[config.mk]
export PLATFORM = sky130hd
export DESIGN_NAME = wff_filter_config
export DESIGN_NICKNAME = d
export VERILOG_FILES = /design/src/wff_pkg.sv /design/src/wff_cfg_store.sv /design/src/wff_filter_config.sv
export SDC_FILE = /design/constraint.sdc
export NUM_CORES = 1
export LEC_CHECK = 0
export ABC_AREA = 1
export BUFFER_PORTS_ARGS = -buffer_cell sky130_fd_sc_hd__buf_2
export CORE_UTILIZATION = 52
export DETAILED_ROUTE_END_ITERATION = 10
export PLACE_DENSITY = 0.79
export SETUP_SLACK_MARGIN = 0.5
export SLEW_MARGIN = 10
export SYNTH_ARGS = -nofsm -noshare
export SYNTH_HDL_FRONTEND = slang
export SYNTH_SLANG_ARGS = --single-unit
[constraint.sdc]
create_clock -name core_clk -period 5.7 [get_ports core_clk]
set_input_delay 1.14 -clock core_clk [delete_from_list [all_inputs] [get_ports core_clk]]
set_output_delay 1.14 -clock core_clk [all_outputs]
set_load 0.1 [all_outputs]
[src/wff_pkg.sv]
// wake-up frame filter configuration bank: offsets, field layout, reset values
// assumes a paged byte-wide host register port with 16 offsets per page
package wff_pkg;

    // ------------------------------------------------------------------
    // pages
    // ------------------------------------------------------------------
    localparam logic [1:0] PAGE_CFG    = 2'h0;
    localparam logic [1:0] PAGE_MIRROR = 2'h2;
    localparam logic [1:0] PAGE_WAKE   = 2'h3;

    // ------------------------------------------------------------------
    // offsets
    // ------------------------------------------------------------------
    localparam logic [3:0] OFS_RX_CONFIG   = 4'hC;
    localparam logic [3:0] OFS_TX_CONFIG   = 4'hD;
    localparam logic [3:0] OFS_DATA_CONFIG = 4'hE;
    localparam logic [3:0] OFS_IRQ_MASK    = 4'hF;
    localparam logic [3:0] OFS_WAKE_MASK_0 = 4'h1;
    localparam logic [3:0] OFS_CRC_LOW     = 4'h5;
    localparam logic [3:0] OFS_CRC_HIGH    = 4'h6;
    localparam logic [3:0] OFS_OFFSETS     = 4'h7;
    localparam logic [3:0] OFS_LAST_BYTES  = 4'h8;
    localparam logic [3:0] OFS_COMMAND     = 4'h9;

    // ------------------------------------------------------------------
    // word store layout (word index = offset - first wide offset)
    // ------------------------------------------------------------------
    localparam int         NUM_FILTERS  = 4;
    localparam int         NUM_WORDS    = 9;
    localparam int         NUM_CFG      = 4;
    localparam logic [3:0] WORD_CRC_LOW = 4'h4;
    localparam logic [3:0] WORD_CRC_HI  = 4'h5;
    localparam logic [3:0] WORD_OFFSETS = 4'h6;
    localparam logic [3:0] WORD_LAST    = 4'h7;
    localparam logic [3:0] WORD_COMMAND = 4'h8;

    // ------------------------------------------------------------------
    // fields and values
    // ------------------------------------------------------------------
    localparam logic [7:0]  CMD_BYTE_MASK     = 8'h77;
    localparam logic [1:0]  CMD_LAST_LANE     = 2'h1;
    localparam int          CMD_BIT_ENABLE    = 0;
    localparam int          CMD_BIT_DEST      = 1;
    localparam int          CMD_BIT_MCAST     = 2;
    localparam logic [15:0] CRC_POLY          = 16'h8005;
    localparam logic [7:0]  BYTE_RESET        = 8'h00;
    localparam logic [31:0] WORD_RESET        = 32'h0000_0000;
    localparam logic [1:0]  LANE_FIRST        = 2'h0;
    localparam logic [1:0]  LANE_LAST         = 2'h3;
    localparam int          OFFSET_UNIT_SHIFT = 1;

endpackage : wff_pkg

[src/wff_cfg_store.sv]
// word store for the wake-up filter configuration, written one byte lane at a time
// assumes one write and one read request per cycle at most
`timescale 1ns/100ps
`default_nettype none
module wff_cfg_store #(
    parameter int WORDS = 9
) (
    // clock and reset
    input  wire logic                 clk,
    input  wire logic                 srst,
    // byte write
    input  wire logic                 wrEn,
    input  wire logic [3:0]           wrWord,
    input  wire logic [1:0]           wrLane,
    input  wire logic [7:0]           wrByte,
    // byte read, data one cycle later
    input  wire logic                 rdEn,
    input  wire logic [3:0]           rdWord,
    input  wire logic [1:0]           rdLane,
    output var  logic [7:0]           rdByte,
    // whole contents
    output var  logic [WORDS*32-1:0]  words
);

    logic [WORDS*32-1:0] words_reg;
    logic [WORDS*32-1:0] words_next;
    logic [7:0]          rdByte_reg;
    logic [7:0]          rdByte_next;

    always_comb begin
        words_next  = words_reg;
        rdByte_next = rdByte_reg;
        if (wrEn && (int'(wrWord) < WORDS)) begin
            words_next[{wrWord, wrLane, 3'h0} +: 8] = wrByte;
        end
        if (rdEn) begin
            rdByte_next = (int'(rdWord) < WORDS) ? words_reg[{rdWord, rdLane, 3'h0} +: 8]
                                                 : wff_pkg::BYTE_RESET;
        end
    end

    always_ff @(posedge clk) begin
        if (srst) begin
            words_reg  <= '0;
            rdByte_reg <= wff_pkg::BYTE_RESET;
        end else begin
            words_reg  <= words_next;
            rdByte_reg <= rdByte_next;
        end
    end

    assign words  = words_reg;
    assign rdByte = rdByte_reg;

endmodule : wff_cfg_store
`default_nettype wire

[src/wff_filter_config.sv]
// wake-up frame filter configuration bank with page-2 configuration mirrors
// assumes a synchronous byte-wide host port, one read or write strobe per access
`timescale 1ns/100ps
`default_nettype none
module wff_filter_config (
    // clock and reset
    input  wire logic         core_clk,
    input  wire logic         srst,
    // host register port
    input  wire logic [1:0]   hostPage,
    input  wire logic [3:0]   hostAddr,
    input  wire logic         hostWrite,
    input  wire logic         hostRead,
    input  wire logic [7:0]   hostWrData,
    output var  logic [7:0]   hostRdData,
    output var  logic         hostRdValid,
    // configuration registers
    output var  logic [7:0]   rxConfig,
    output var  logic [7:0]   txConfig,
    output var  logic [7:0]   dataConfig,
    output var  logic [7:0]   irqMask,
    // filter settings
    output var  logic [127:0] wakeMask,
    output var  logic [63:0]  filterCrc,
    output var  logic [35:0]  filterByteOffset,
    output var  logic [31:0]  filterLastByte,
    output var  logic [3:0]   filterEnable,
    output var  logic [3:0]   destMatchEnable,
    output var  logic [3:0]   mcastMatchEnable
);

    // ------------------------------------------------------------------
    // address decode
    // ------------------------------------------------------------------
    function automatic logic isWide(input logic [1:0] page, input logic [3:0] addr);
        isWide = (page == wff_pkg::PAGE_WAKE) && (addr >= wff_pkg::OFS_WAKE_MASK_0)
                 && (addr <= wff_pkg::OFS_COMMAND);
    endfunction : isWide

    function automatic logic [3:0] wordOf(input logic [3:0] addr);
        wordOf = addr - wff_pkg::OFS_WAKE_MASK_0;
    endfunction : wordOf

    logic       wideWr;
    logic       wideRd;
    logic [3:0] wIdx;

    assign wideWr = hostWrite && isWide(hostPage, hostAddr);
    assign wideRd = hostRead && isWide(hostPage, hostAddr);
    assign wIdx   = wordOf(hostAddr);

    // ------------------------------------------------------------------
    // byte pointers
    // ------------------------------------------------------------------
    logic [1:0] wrPtr_reg [wff_pkg::NUM_WORDS];
    logic [1:0] wrPtr_next[wff_pkg::NUM_WORDS];
    logic [1:0] rdPtr_reg [wff_pkg::NUM_WORDS];
    logic [1:0] rdPtr_next[wff_pkg::NUM_WORDS];

    always_comb begin
        for (int i = 0; i < wff_pkg::NUM_WORDS; i++) begin
            wrPtr_next[i] = wrPtr_reg[i];
            rdPtr_next[i] = rdPtr_reg[i];
        end
        if (wideWr) begin
            wrPtr_next[wIdx] = wrPtr_reg[wIdx] + 2'h1;
        end
        if (wideRd) begin
            rdPtr_next[wIdx] = rdPtr_reg[wIdx] + 2'h1;
        end
    end

    always_ff @(posedge core_clk) begin
        for (int i = 0; i < wff_pkg::NUM_WORDS; i++) begin
            if (srst) begin
                wrPtr_reg[i] <= wff_pkg::LANE_FIRST;
                rdPtr_reg[i] <= wff_pkg::LANE_FIRST;
            end else begin
                wrPtr_reg[i] <= wrPtr_next[i];
                rdPtr_reg[i] <= rdPtr_next[i];
            end
        end
    end

    // ------------------------------------------------------------------
    // word store
    // ------------------------------------------------------------------
    logic [1:0]                    curWrLane;
    logic [7:0]                    storeWrByte;
    logic [7:0]                    storeRdByte;
    logic [wff_pkg::NUM_WORDS*32-1:0] words;

    assign curWrLane = wrPtr_reg[wIdx];

    always_comb begin
        storeWrByte = hostWrData;
        if (wIdx == wff_pkg::WORD_COMMAND) begin
            storeWrByte = (curWrLane <= wff_pkg::CMD_LAST_LANE)
                          ? (hostWrData & wff_pkg::CMD_BYTE_MASK) : wff_pkg::BYTE_RESET;
        end
    end

    wff_cfg_store #(
        .WORDS (wff_pkg::NUM_WORDS)
    ) u_store (
        .clk    (core_clk),
        .srst   (srst),
        .wrEn   (wideWr),
        .wrWord (wIdx),
        .wrLane (curWrLane),
        .wrByte (storeWrByte),
        .rdEn   (wideRd),
        .rdWord (wIdx),
        .rdLane (rdPtr_reg[wIdx]),
        .rdByte (storeRdByte),
        .words  (words)
    );

    assign wakeMask       = words[127:0];
    assign filterCrc      = {words[32*wff_pkg::WORD_CRC_HI +: 32],
                             words[32*wff_pkg::WORD_CRC_LOW +: 32]};
    assign filterLastByte = words[32*wff_pkg::WORD_LAST +: 32];

    // ------------------------------------------------------------------
    // page-0 configuration registers
    // ------------------------------------------------------------------
    logic [7:0] cfg_reg [wff_pkg::NUM_CFG];
    logic [7:0] cfg_next[wff_pkg::NUM_CFG];

    always_comb begin
        for (int i = 0; i < wff_pkg::NUM_CFG; i++) begin
            cfg_next[i] = cfg_reg[i];
        end
        // only page 0 stores; page-2 writes fall through untouched
        if (hostWrite && (hostPage == wff_pkg::PAGE_CFG) && (hostAddr >= wff_pkg::OFS_RX_CONFIG)) begin
            cfg_next[hostAddr[1:0]] = hostWrData;
        end
    end

    always_ff @(posedge core_clk) begin
        for (int i = 0; i < wff_pkg::NUM_CFG; i++) begin
            cfg_reg[i] <= srst ? wff_pkg::BYTE_RESET : cfg_next[i];
        end
    end

    assign rxConfig   = cfg_reg[0];
    assign txConfig   = cfg_reg[1];
    assign dataConfig = cfg_reg[2];
    assign irqMask    = cfg_reg[3];

    // ------------------------------------------------------------------
    // per-filter derived settings
    // ------------------------------------------------------------------
    genvar f;
    generate
        for (f = 0; f < wff_pkg::NUM_FILTERS; f++) begin : g_filter
            logic [8:0] ofs_reg;
            logic [8:0] ofs_next;
            logic [2:0] cmd_reg;
            logic [2:0] cmd_next;
            always_comb begin
                ofs_next = {words[32*wff_pkg::WORD_OFFSETS + 8*f +: 8], 1'b0};
                cmd_next = words[32*wff_pkg::WORD_COMMAND + 4*f +: 3];
            end
            always_ff @(posedge core_clk) begin
                if (srst) begin
                    ofs_reg <= 9'h000;
                    cmd_reg <= 3'h0;
                end else begin
                    ofs_reg <= ofs_next;
                    cmd_reg <= cmd_next;
                end
            end
            assign filterByteOffset[9*f +: 9] = ofs_reg;
            assign filterEnable[f]            = cmd_reg[wff_pkg::CMD_BIT_ENABLE];
            assign destMatchEnable[f]         = cmd_reg[wff_pkg::CMD_BIT_DEST];
            assign mcastMatchEnable[f]        = cmd_reg[wff_pkg::CMD_BIT_MCAST];
        end
    endgenerate

    // ------------------------------------------------------------------
    // read path: stage 1 selects source, stage 2 drives the port
    // ------------------------------------------------------------------
    logic       rdPend_reg,   rdPend_next;
    logic       rdStore_reg,  rdStore_next;
    logic [7:0] rdMirror_reg, rdMirror_next;
    logic [7:0] rdData_reg,   rdData_next;
    logic       rdValid_reg,  rdValid_next;

    always_comb begin
        rdPend_next   = hostRead;
        rdStore_next  = wideRd;
        rdMirror_next = wff_pkg::BYTE_RESET;
        if (hostRead && (hostPage == wff_pkg::PAGE_MIRROR)
            && (hostAddr >= wff_pkg::OFS_RX_CONFIG)) begin
            rdMirror_next = cfg_reg[hostAddr[1:0]];
        end
        rdValid_next = rdPend_reg;
        rdData_next  = rdStore_reg ? storeRdByte : rdMirror_reg;
    end

    always_ff @(posedge core_clk) begin
        if (srst) begin
            rdPend_reg   <= 1'b0;
            rdStore_reg  <= 1'b0;
            rdMirror_reg <= wff_pkg::BYTE_RESET;
            rdData_reg   <= wff_pkg::BYTE_RESET;
            rdValid_reg  <= 1'b0;
        end else begin
            rdPend_reg   <= rdPend_next;
            rdStore_reg  <= rdStore_next;
            rdMirror_reg <= rdMirror_next;
            rdData_reg   <= rdData_next;
            rdValid_reg  <= rdValid_next;
        end
    end

    assign hostRdData  = rdData_reg;
    assign hostRdValid = rdValid_reg;

    // ------------------------------------------------------------------
    // checks
    // ------------------------------------------------------------------
    function automatic logic wrAt(input logic [3:0] ofs);
        wrAt = hostWrite && (hostPage == wff_pkg::PAGE_WAKE) && (hostAddr == ofs);
    endfunction : wrAt

    function automatic logic mirRd(input logic [3:0] ofs);
        mirRd = hostRead && (hostPage == wff_pkg::PAGE_MIRROR) && (hostAddr == ofs);
    endfunction : mirRd

    property p_rx_mirror;
        @(posedge core_clk) disable iff (srst)
        mirRd(wff_pkg::OFS_RX_CONFIG) |-> ##2 (hostRdValid && hostRdData == $past(rxConfig, 2));
    endproperty
    a_rx_mirror: assert property (p_rx_mirror) else $error("rx config mirror wrong");

    property p_tx_mirror;
        @(posedge core_clk) disable iff (srst)
        mirRd(wff_pkg::OFS_TX_CONFIG) |-> ##2 (hostRdData == $past(txConfig, 2));
    endproperty
    a_tx_mirror: assert property (p_tx_mirror) else $error("tx config mirror wrong");

    property p_data_mirror;
        @(posedge core_clk) disable iff (srst)
        mirRd(wff_pkg::OFS_DATA_CONFIG) |-> ##2 (hostRdData == $past(dataConfig, 2));
    endproperty
    a_data_mirror: assert property (p_data_mirror) else $error("data config mirror wrong");

    property p_irq_mirror;
        @(posedge core_clk) disable iff (srst)
        mirRd(wff_pkg::OFS_IRQ_MASK) |-> ##2 (hostRdData == $past(irqMask, 2));
    endproperty
    a_irq_mirror: assert property (p_irq_mirror) else $error("irq mask mirror wrong");

    property p_mask3_lane2;
        @(posedge core_clk) disable iff (srst)
        (wrAt(4'h4) && wrPtr_reg[3] == 2'h2) |=> (wakeMask[119:112] == $past(hostWrData));
    endproperty
    a_mask3_lane2: assert property (p_mask3_lane2) else $error("mask byte misplaced");

    property p_crc_low_first;
        @(posedge core_clk) disable iff (srst)
        (wrAt(wff_pkg::OFS_CRC_LOW) && wrPtr_reg[4] == 2'h0) |=> (filterCrc[7:0] == $past(hostWrData));
    endproperty
    a_crc_low_first: assert property (p_crc_low_first) else $error("crc low byte misplaced");

    property p_crc_high_last;
        @(posedge core_clk) disable iff (srst)
        (wrAt(wff_pkg::OFS_CRC_HIGH) && wrPtr_reg[5] == 2'h3) |=> (filterCrc[63:56] == $past(hostWrData));
    endproperty
    a_crc_high_last: assert property (p_crc_high_last) else $error("crc high byte misplaced");

    property p_crc_hold;
        @(posedge core_clk) disable iff (srst)
        !wrAt(wff_pkg::OFS_CRC_LOW) |=> $stable(filterCrc[31:0]);
    endproperty
    a_crc_hold: assert property (p_crc_hold) else $error("crc changed without write");

    property p_offset_units;
        @(posedge core_clk) disable iff (srst)
        (wrAt(wff_pkg::OFS_OFFSETS) && wrPtr_reg[6] == 2'h0)
        |-> ##2 (filterByteOffset[8:0] == {$past(hostWrData, 2), 1'b0});
    endproperty
    a_offset_units: assert property (p_offset_units) else $error("offset not in word units");

    property p_last_byte;
        @(posedge core_clk) disable iff (srst)
        (wrAt(wff_pkg::OFS_LAST_BYTES) && wrPtr_reg[7] == 2'h3) |=> (filterLastByte[31:24] == $past(hostWrData));
    endproperty
    a_last_byte: assert property (p_last_byte) else $error("last byte misplaced");

    property p_ptr_wrap;
        @(posedge core_clk) disable iff (srst)
        (wideWr && curWrLane == 2'h3) |=> (wrPtr_reg[$past(wIdx)] == 2'h0);
    endproperty
    a_ptr_wrap: assert property (p_ptr_wrap) else $error("byte pointer did not wrap");

    property p_reset_zero;
        @(posedge core_clk) srst |=> (hostRdData == 8'h00 && wakeMask == '0 && rxConfig == 8'h00);
    endproperty
    a_reset_zero: assert property (p_reset_zero) else $error("state not cleared by reset");

    property p_mirror_wr_ignored;
        @(posedge core_clk) disable iff (srst)
        (hostWrite && hostPage == wff_pkg::PAGE_MIRROR)
        |=> ($stable(rxConfig) && $stable(txConfig) && $stable(dataConfig) && $stable(irqMask));
    endproperty
    a_mirror_wr_ignored: assert property (p_mirror_wr_ignored) else $error("mirror write landed");

    property p_cmd_enable;
        @(posedge core_clk) disable iff (srst)
        (wrAt(wff_pkg::OFS_COMMAND) && wrPtr_reg[8] == 2'h0)
        |-> ##2 (filterEnable[0] == $past(hostWrData[0], 2) && mcastMatchEnable[1] == $past(hostWrData[6], 2));
    endproperty
    a_cmd_enable: assert property (p_cmd_enable) else $error("command bits wrong");

    c_mask_full: cover property (@(posedge core_clk) disable iff (srst)
        (wrAt(4'h1) && wrPtr_reg[0] == 2'h3));
    c_mirror_read: cover property (@(posedge core_clk) disable iff (srst)
        mirRd(wff_pkg::OFS_RX_CONFIG) ##2 (hostRdData != 8'h00));
    c_cmd_write: cover property (@(posedge core_clk) disable iff (srst)
        wrAt(wff_pkg::OFS_COMMAND) ##2 (filterEnable != 4'h0));

endmodule : wff_filter_config
`default_nettype wire

* Yosys cells after proc, flatten, opt, wreduce, memory -nomap -nowiden
Memory sizes are Yosys's and may differ from the RTL's. A register that Yosys moved wholly into a read port is not among the register bits.
Index checks and enable logic that the tools add are counted.
** Storage, ports and cells
- Bits in registers :: 355
- Memories :: 3
- Bits of input ports :: 18
- Output and inout port bits :: 313
- Memory bits (writable) :: 68
- Word-level logic and storage cells :: 114
** Memories
- cfg_reg :: words 4, bits a word 8, rd ports 5, clocked after Yosys merged registers in 1, write ports 4, RTL line wff_filter_config.sv:127 : logic [7:0] cfg_reg [wff_pkg::NUM_CFG];
- rdPtr_reg :: words 9, bits a word 2, rd ports 10, clocked after Yosys merged registers in 0, write ports 9, RTL line wff_filter_config.sv:57 : logic [1:0] rdPtr_reg [wff_pkg::NUM_WORDS];
- wrPtr_reg :: words 9, bits a word 2, rd ports 10, clocked after Yosys merged registers in 0, write ports 9, RTL line wff_filter_config.sv:55 : logic [1:0] wrPtr_reg [wff_pkg::NUM_WORDS];
** Cells by class
- Shift operators :: 3
- Mux-type cells :: 40
- Bitwise logic cells :: 21
- Reduce and logical (&&, ||, !) cells :: 13
- Equal/unequal tests :: 3
- Order comparisons :: 9
- $add $sub $neg :: 4
** Operators with widths (count)
- $bwmux 288 :: 1
- $shift 8x11->288 const A :: 1
- $shiftx 288x10->8 :: 1
- $shiftx 8x11->288 :: 1
- $mux 8 :: 8
- $mux 2 :: 19
- $bwmux 18 :: 2
- $mux 18 :: 2
- $bwmux 32 :: 1
- $mux 32 :: 1
- $or 1x1->1 :: 18
- $demux 8 s2 :: 1
- $logic_and 1x1->1 :: 11
- $neg 9->11 :: 1
- $demux 2 s4 :: 1
- $mux 7 :: 1
- $ge 5x5->1 const B :: 1
- $lt 5x1->1 const B :: 1
- $not 4->5 :: 1
- $add 2x1->2 const B :: 2
- $eq 2x2->1 const B :: 2
- $eq 4x4->1 const B :: 1
- $ge 4x1->1 const B :: 1
- $ge 4x4->1 const B :: 1
- 11 further kinds :: 13

* Depth between registers and ports, before layout
- Depth in word-level cells :: 9
- Depth in mapped cells :: 28
- Depth with buffers taken out :: 22

* By module
From an unflattened synthesis, not the netlist that was laid out.
** Second synthesis, totals
- Cell total of the unflattened synthesis :: 2877
- Area total of the unflattened synthesis :: 19683.9 um^2
** Modules (own cells, without submodules)
- wff_cfg_store :: cells an instance 2121, sequential area each 5925.7 um^2, area each 14174.8 um^2, times used 1
- wff_filter_config :: cells an instance 756, sequential area each 2622.5 um^2, area each 5509.0 um^2, times used 1

* Worst setup path after synthesis
OpenSTA, ideal clock, no wires.
- Path type :: in2reg
- Start point :: input port hostAddr[0]
- End point :: register u_store.words_reg[197] (netlist: u_store.words[197])
- Arrival :: 5471 ps
- Stages :: 26
- Path slack :: 159 ps
- Path through :: inv_2 > buf_2 > buf_2 > buf_1 > clkbuf_1 > ha_1 > inv_1 > clkbuf_1 > nor2_1 > o21ai_0 > a21oi_1 > nor2_1 > buf_4 > clkbuf_1 > ha_1 > nand2_1 > nand2_1 > inv_1 > nor2_1 > clkinv_1 > nor2_1 > nand2_1 > nor2_1 > buf_2 > o21ai_0 > a21oi_1
** On the way
- Cells in the longest elaborated chain, start to end :: 7
- Elaborated cells on any way between the ends :: 17
- Classes of those cells :: add/sub (2); order compare (4); eq/ne (1); shift (2); mux (3); reduce/logical (4); memory (1)
** RTL lines
- start, declared :: RTL line wff_filter_config.sv:11 : input wire logic [3:0] hostAddr,
- branches (longest 7 deep; another with $neg 9->11)
- end signal, assigned :: RTL line wff_cfg_store.sv:47 : words_reg <= words_next;
- end, declared :: RTL line wff_cfg_store.sv:25 : logic [WORDS*32-1:0] words_reg;
Parallel ways; which one is timed is not known.
A chain may end at the register's enable or synchronous reset.

* Worst setup path in the final report
- Start point :: input port hostAddr[1]
- End point :: register u_store.words_reg[180] (netlist: u_store.words[180])
The elaborated chain is that of the path after synthesis.

==> impl_metrics.py <==
metrics = {
    "clocking": {
        "worstSkewPairLatency_ns": 0.59,
        "cts_root_buffer": "clkbuf_16",
        "cts_tree": "built",
        "postCtsSetupBuffers": 0,
        "clk_pin_slew_worst_paths_ns": 0.06,
        "holdBufCountCts": 0,
        "htreeDepth": 2,
        "cts.path.max_buffers": 3,
        "cts.sinks": 427,
        "cts_resized": 0,
        "cts_buffers": 45,
    },
    "die": {
        "io_pins": 331,
        "rows": 73,
        "die_w_um": 204,
        "core_area_mm2": 0.0400,
        "die_h_um": 204,
        "die-area_mm2": 0.0417,
        "initial_core_util": 0.531,
    },
    "pwr": {
        "total_leakage_power_nw": 10.3,
        "power_density_mw_per_mm2": 310,
        "ir_drop_uv": 263,
    },
    "timing": {
        "worstMarginPinSlew_ns": 1.04,
        "relSlewSlack": 0.305,
        "fin_crit_sh": 0.900,
        "max_freq_ghz": 0.195,
        "fin_tns_setup_ns": 0,
        "fin_hold_ws_ns": 0.426,
        "setup_violations": 0,
        "skew_ns": 0.0169,
        "rsz0062_at_grt": "no",
        "finalHoldViolCount": 0,
        "min_period_ns": 5.13,
        "final_max_slew_viol_count": 0,
    },
    "run": {
        "max_cap_violations": 0,
    },
    "worst_setup_path": {
        "worstSetupPathType": "in2reg",
        "startpoint_type": "input pin",
        "crit_arrival_ns": 5.62,
        "crit_fanout": 19,
        "crit_required_ns": 6.19,
        "worst-r2r-setup-slack_ns": 1.80,
        "end_kind": "flop",
    },
    "placed_design": {
        "gp_congestion": 1.07,
        "io_buffers": 326,
        "hpwl_um": 57300,
    },
    "layout": {
        "n_fill_cell": 3881,
        "layout_commonest_cell": "nor2_1",
        "largest_reg_flops": 288,
        "areaGrowthSynthToFinish_pct": 9.01,
        "num-nets-final": 3147,
        "antenna_cells": 0,
        "drive_above_1_share": 0.167,
        "mostFrequentLayoutCells": "554 x nor2_1, 479 x nand2_1, 427 x dfxtp_1",
    },
    "synthesis": {
        "synth_edf_count": 0,
        "yosysSeqAreaShare": 0.402,
        "synth-warning-count": 0,
        "async_flop_share": 0,
        "postSynthCellCount": 3098,
        "synth_area_mm2": 0.0213,
        "syn_avg_cell_area_um2": 6.86,
        "ys_ff_latch": 427,
        "synthFlopType": "dfxtp_1",
        "synthDistinctLibCells": 39,
    },
    "route": {
        "routedWlPerCell_um": 21.7,
        "drc": 0,
        "ant_nets": 0,
        "dr.pass1.iters": 6,
        "viasPerCell": 5.81,
        "totalWireLength_um": 79800,
        "drt_iter0_markers": 2672,
        "vias": 21392,
    },
    "min_path": {
        "hold_class": "reg2reg",
    },
    "grt": {
        "met1_usage": 0.485,
        "use_met2": 0.556,
        "grt.busiest_layer": "met2",
        "grt_pass1_vias": 18708,
        "grt_max_degree": 158,
        "antenna_found_initial": 1,
        "grt.met3_usage": 0.0949,
        "grt_pass1_wl_um": 117000,
        "grtUsageTotal": 0.372,
        "overflow": 0,
    },
    "run_status": {
        "status": "completed",
    },
}
[layer usage]
layer | wire length, µm | up-vias
met5 | 11 | -
met4 | 4720 | 2
met3 | 10300 | 289
met2 | 34000 | 1555
met1 | 30700 | 9700
li1 | - | 9846
[kinds of logic (layout without fill, tap and decap cells)]
logic type,after synthesis,count (layout),synth area share
buffers and inverters,614,668,0.154
adders and majority gates,11,11,0.00647
and+or+nand+nor,1512,1512,0.309
xor gates and xnor gates,2,2,0.00118
other,1,4,0.000176
AOI/OAI and AO/OA,531,531,0.127
DFF,427,427,0.402
[worst paths after layout]
| check | endpoint | cells past startpoint | start |
|---|---|---|---|
| hold / removal | hostRdValid$_SDFF_PP0_ | 2 | rdPend_reg$_SDFF_PP0_ |
| setup reg to reg | u_store.words[180]$_SDFFE_PP0P_ | 16 | wrPtr_reg[6][0]$_SDFFE_PP0P_ |
| setup / recovery | u_store.words[180]$_SDFFE_PP0P_ | 19 | hostAddr[1] |
| hold reg to reg | hostRdValid$_SDFF_PP0_ | 2 | rdPend_reg$_SDFF_PP0_ |
[cell usage after synthesis (9+ instances only)]
library cell / count / area (µm²)
buf_2: 18 / 90.1
buf_4: 237 / 1780
nand4_1: 9 / 56.3
nand3_1: 344 / 1720
nor2_4: 18 / 203
a21oi_1: 178 / 891
ha_1: 11 / 138
nor2_2: 11 / 68.8
clkbuf_1: 119 / 447
o21ai_1: 11 / 55.1
nand2_1: 481 / 1810
buf_1: 15 / 56.3
inv_1: 197 / 739
nor2_1: 557 / 2090
nor3_1: 60 / 300
o21ai_0: 321 / 1610
dfxtp_1: 427 / 8550
nand2_2: 12 / 75.1
inv_2: 17 / 63.8
[critical path, cell delays in order]
cell and delay (ns):
buf_2 0.24, inv_2 0.19, ha_1 0.29, xnor2_2 0.40, nor2_2 0.10, nand2_1 0.10
nand2_1 0.05, nor2_1 0.23, buf_4 0.36, inv_1 0.11, ha_1 0.24, nor2_1 0.17
inv_1 0.14, nand2_1 0.43, inv_1 0.59, nand2_1 0.59, nand2_1 0.10, nand2_1 0.07
nor2_1 0.06
[power breakdown]
group	total [mW]	switching (mW)	internal, mW
logic	0.926	0.726	0.200
clock network	3.26	1.27	1.99
registers	3.00	0.00645	2.99
[stage by stage]
step / instance area, µm² / util / worst slack [ns] / total power, mW / std cells
global placement: 21500 / 0.538 / 0.226 / 3.95 / 3596
global route: 23200 / 0.579 / 0.530 / 7.35 / 3680
finish: 23200 / 0.579 / 0.571 / 7.18 / 3680
CTS: 23200 / 0.579 / 0.686 / 7.16 / 3680
detailed placement: 21500 / 0.538 / 0.113 / 3.95 / 3596
floorplan: 21300 / - / 0.502 / 3.66 / 3101
[area by class of cell]
class                   count  area [µm²]  area share
multi-input cells        2060        9500       0.410
flip-flops and latches    427        8550       0.369
repair buffers            366        2000      0.0862
clock buffers              67        1330      0.0573
inverters                 218         823      0.0355
well taps                 525         657      0.0283
clock inverters            17         322      0.0139
(Power assumes the default switching activity.)
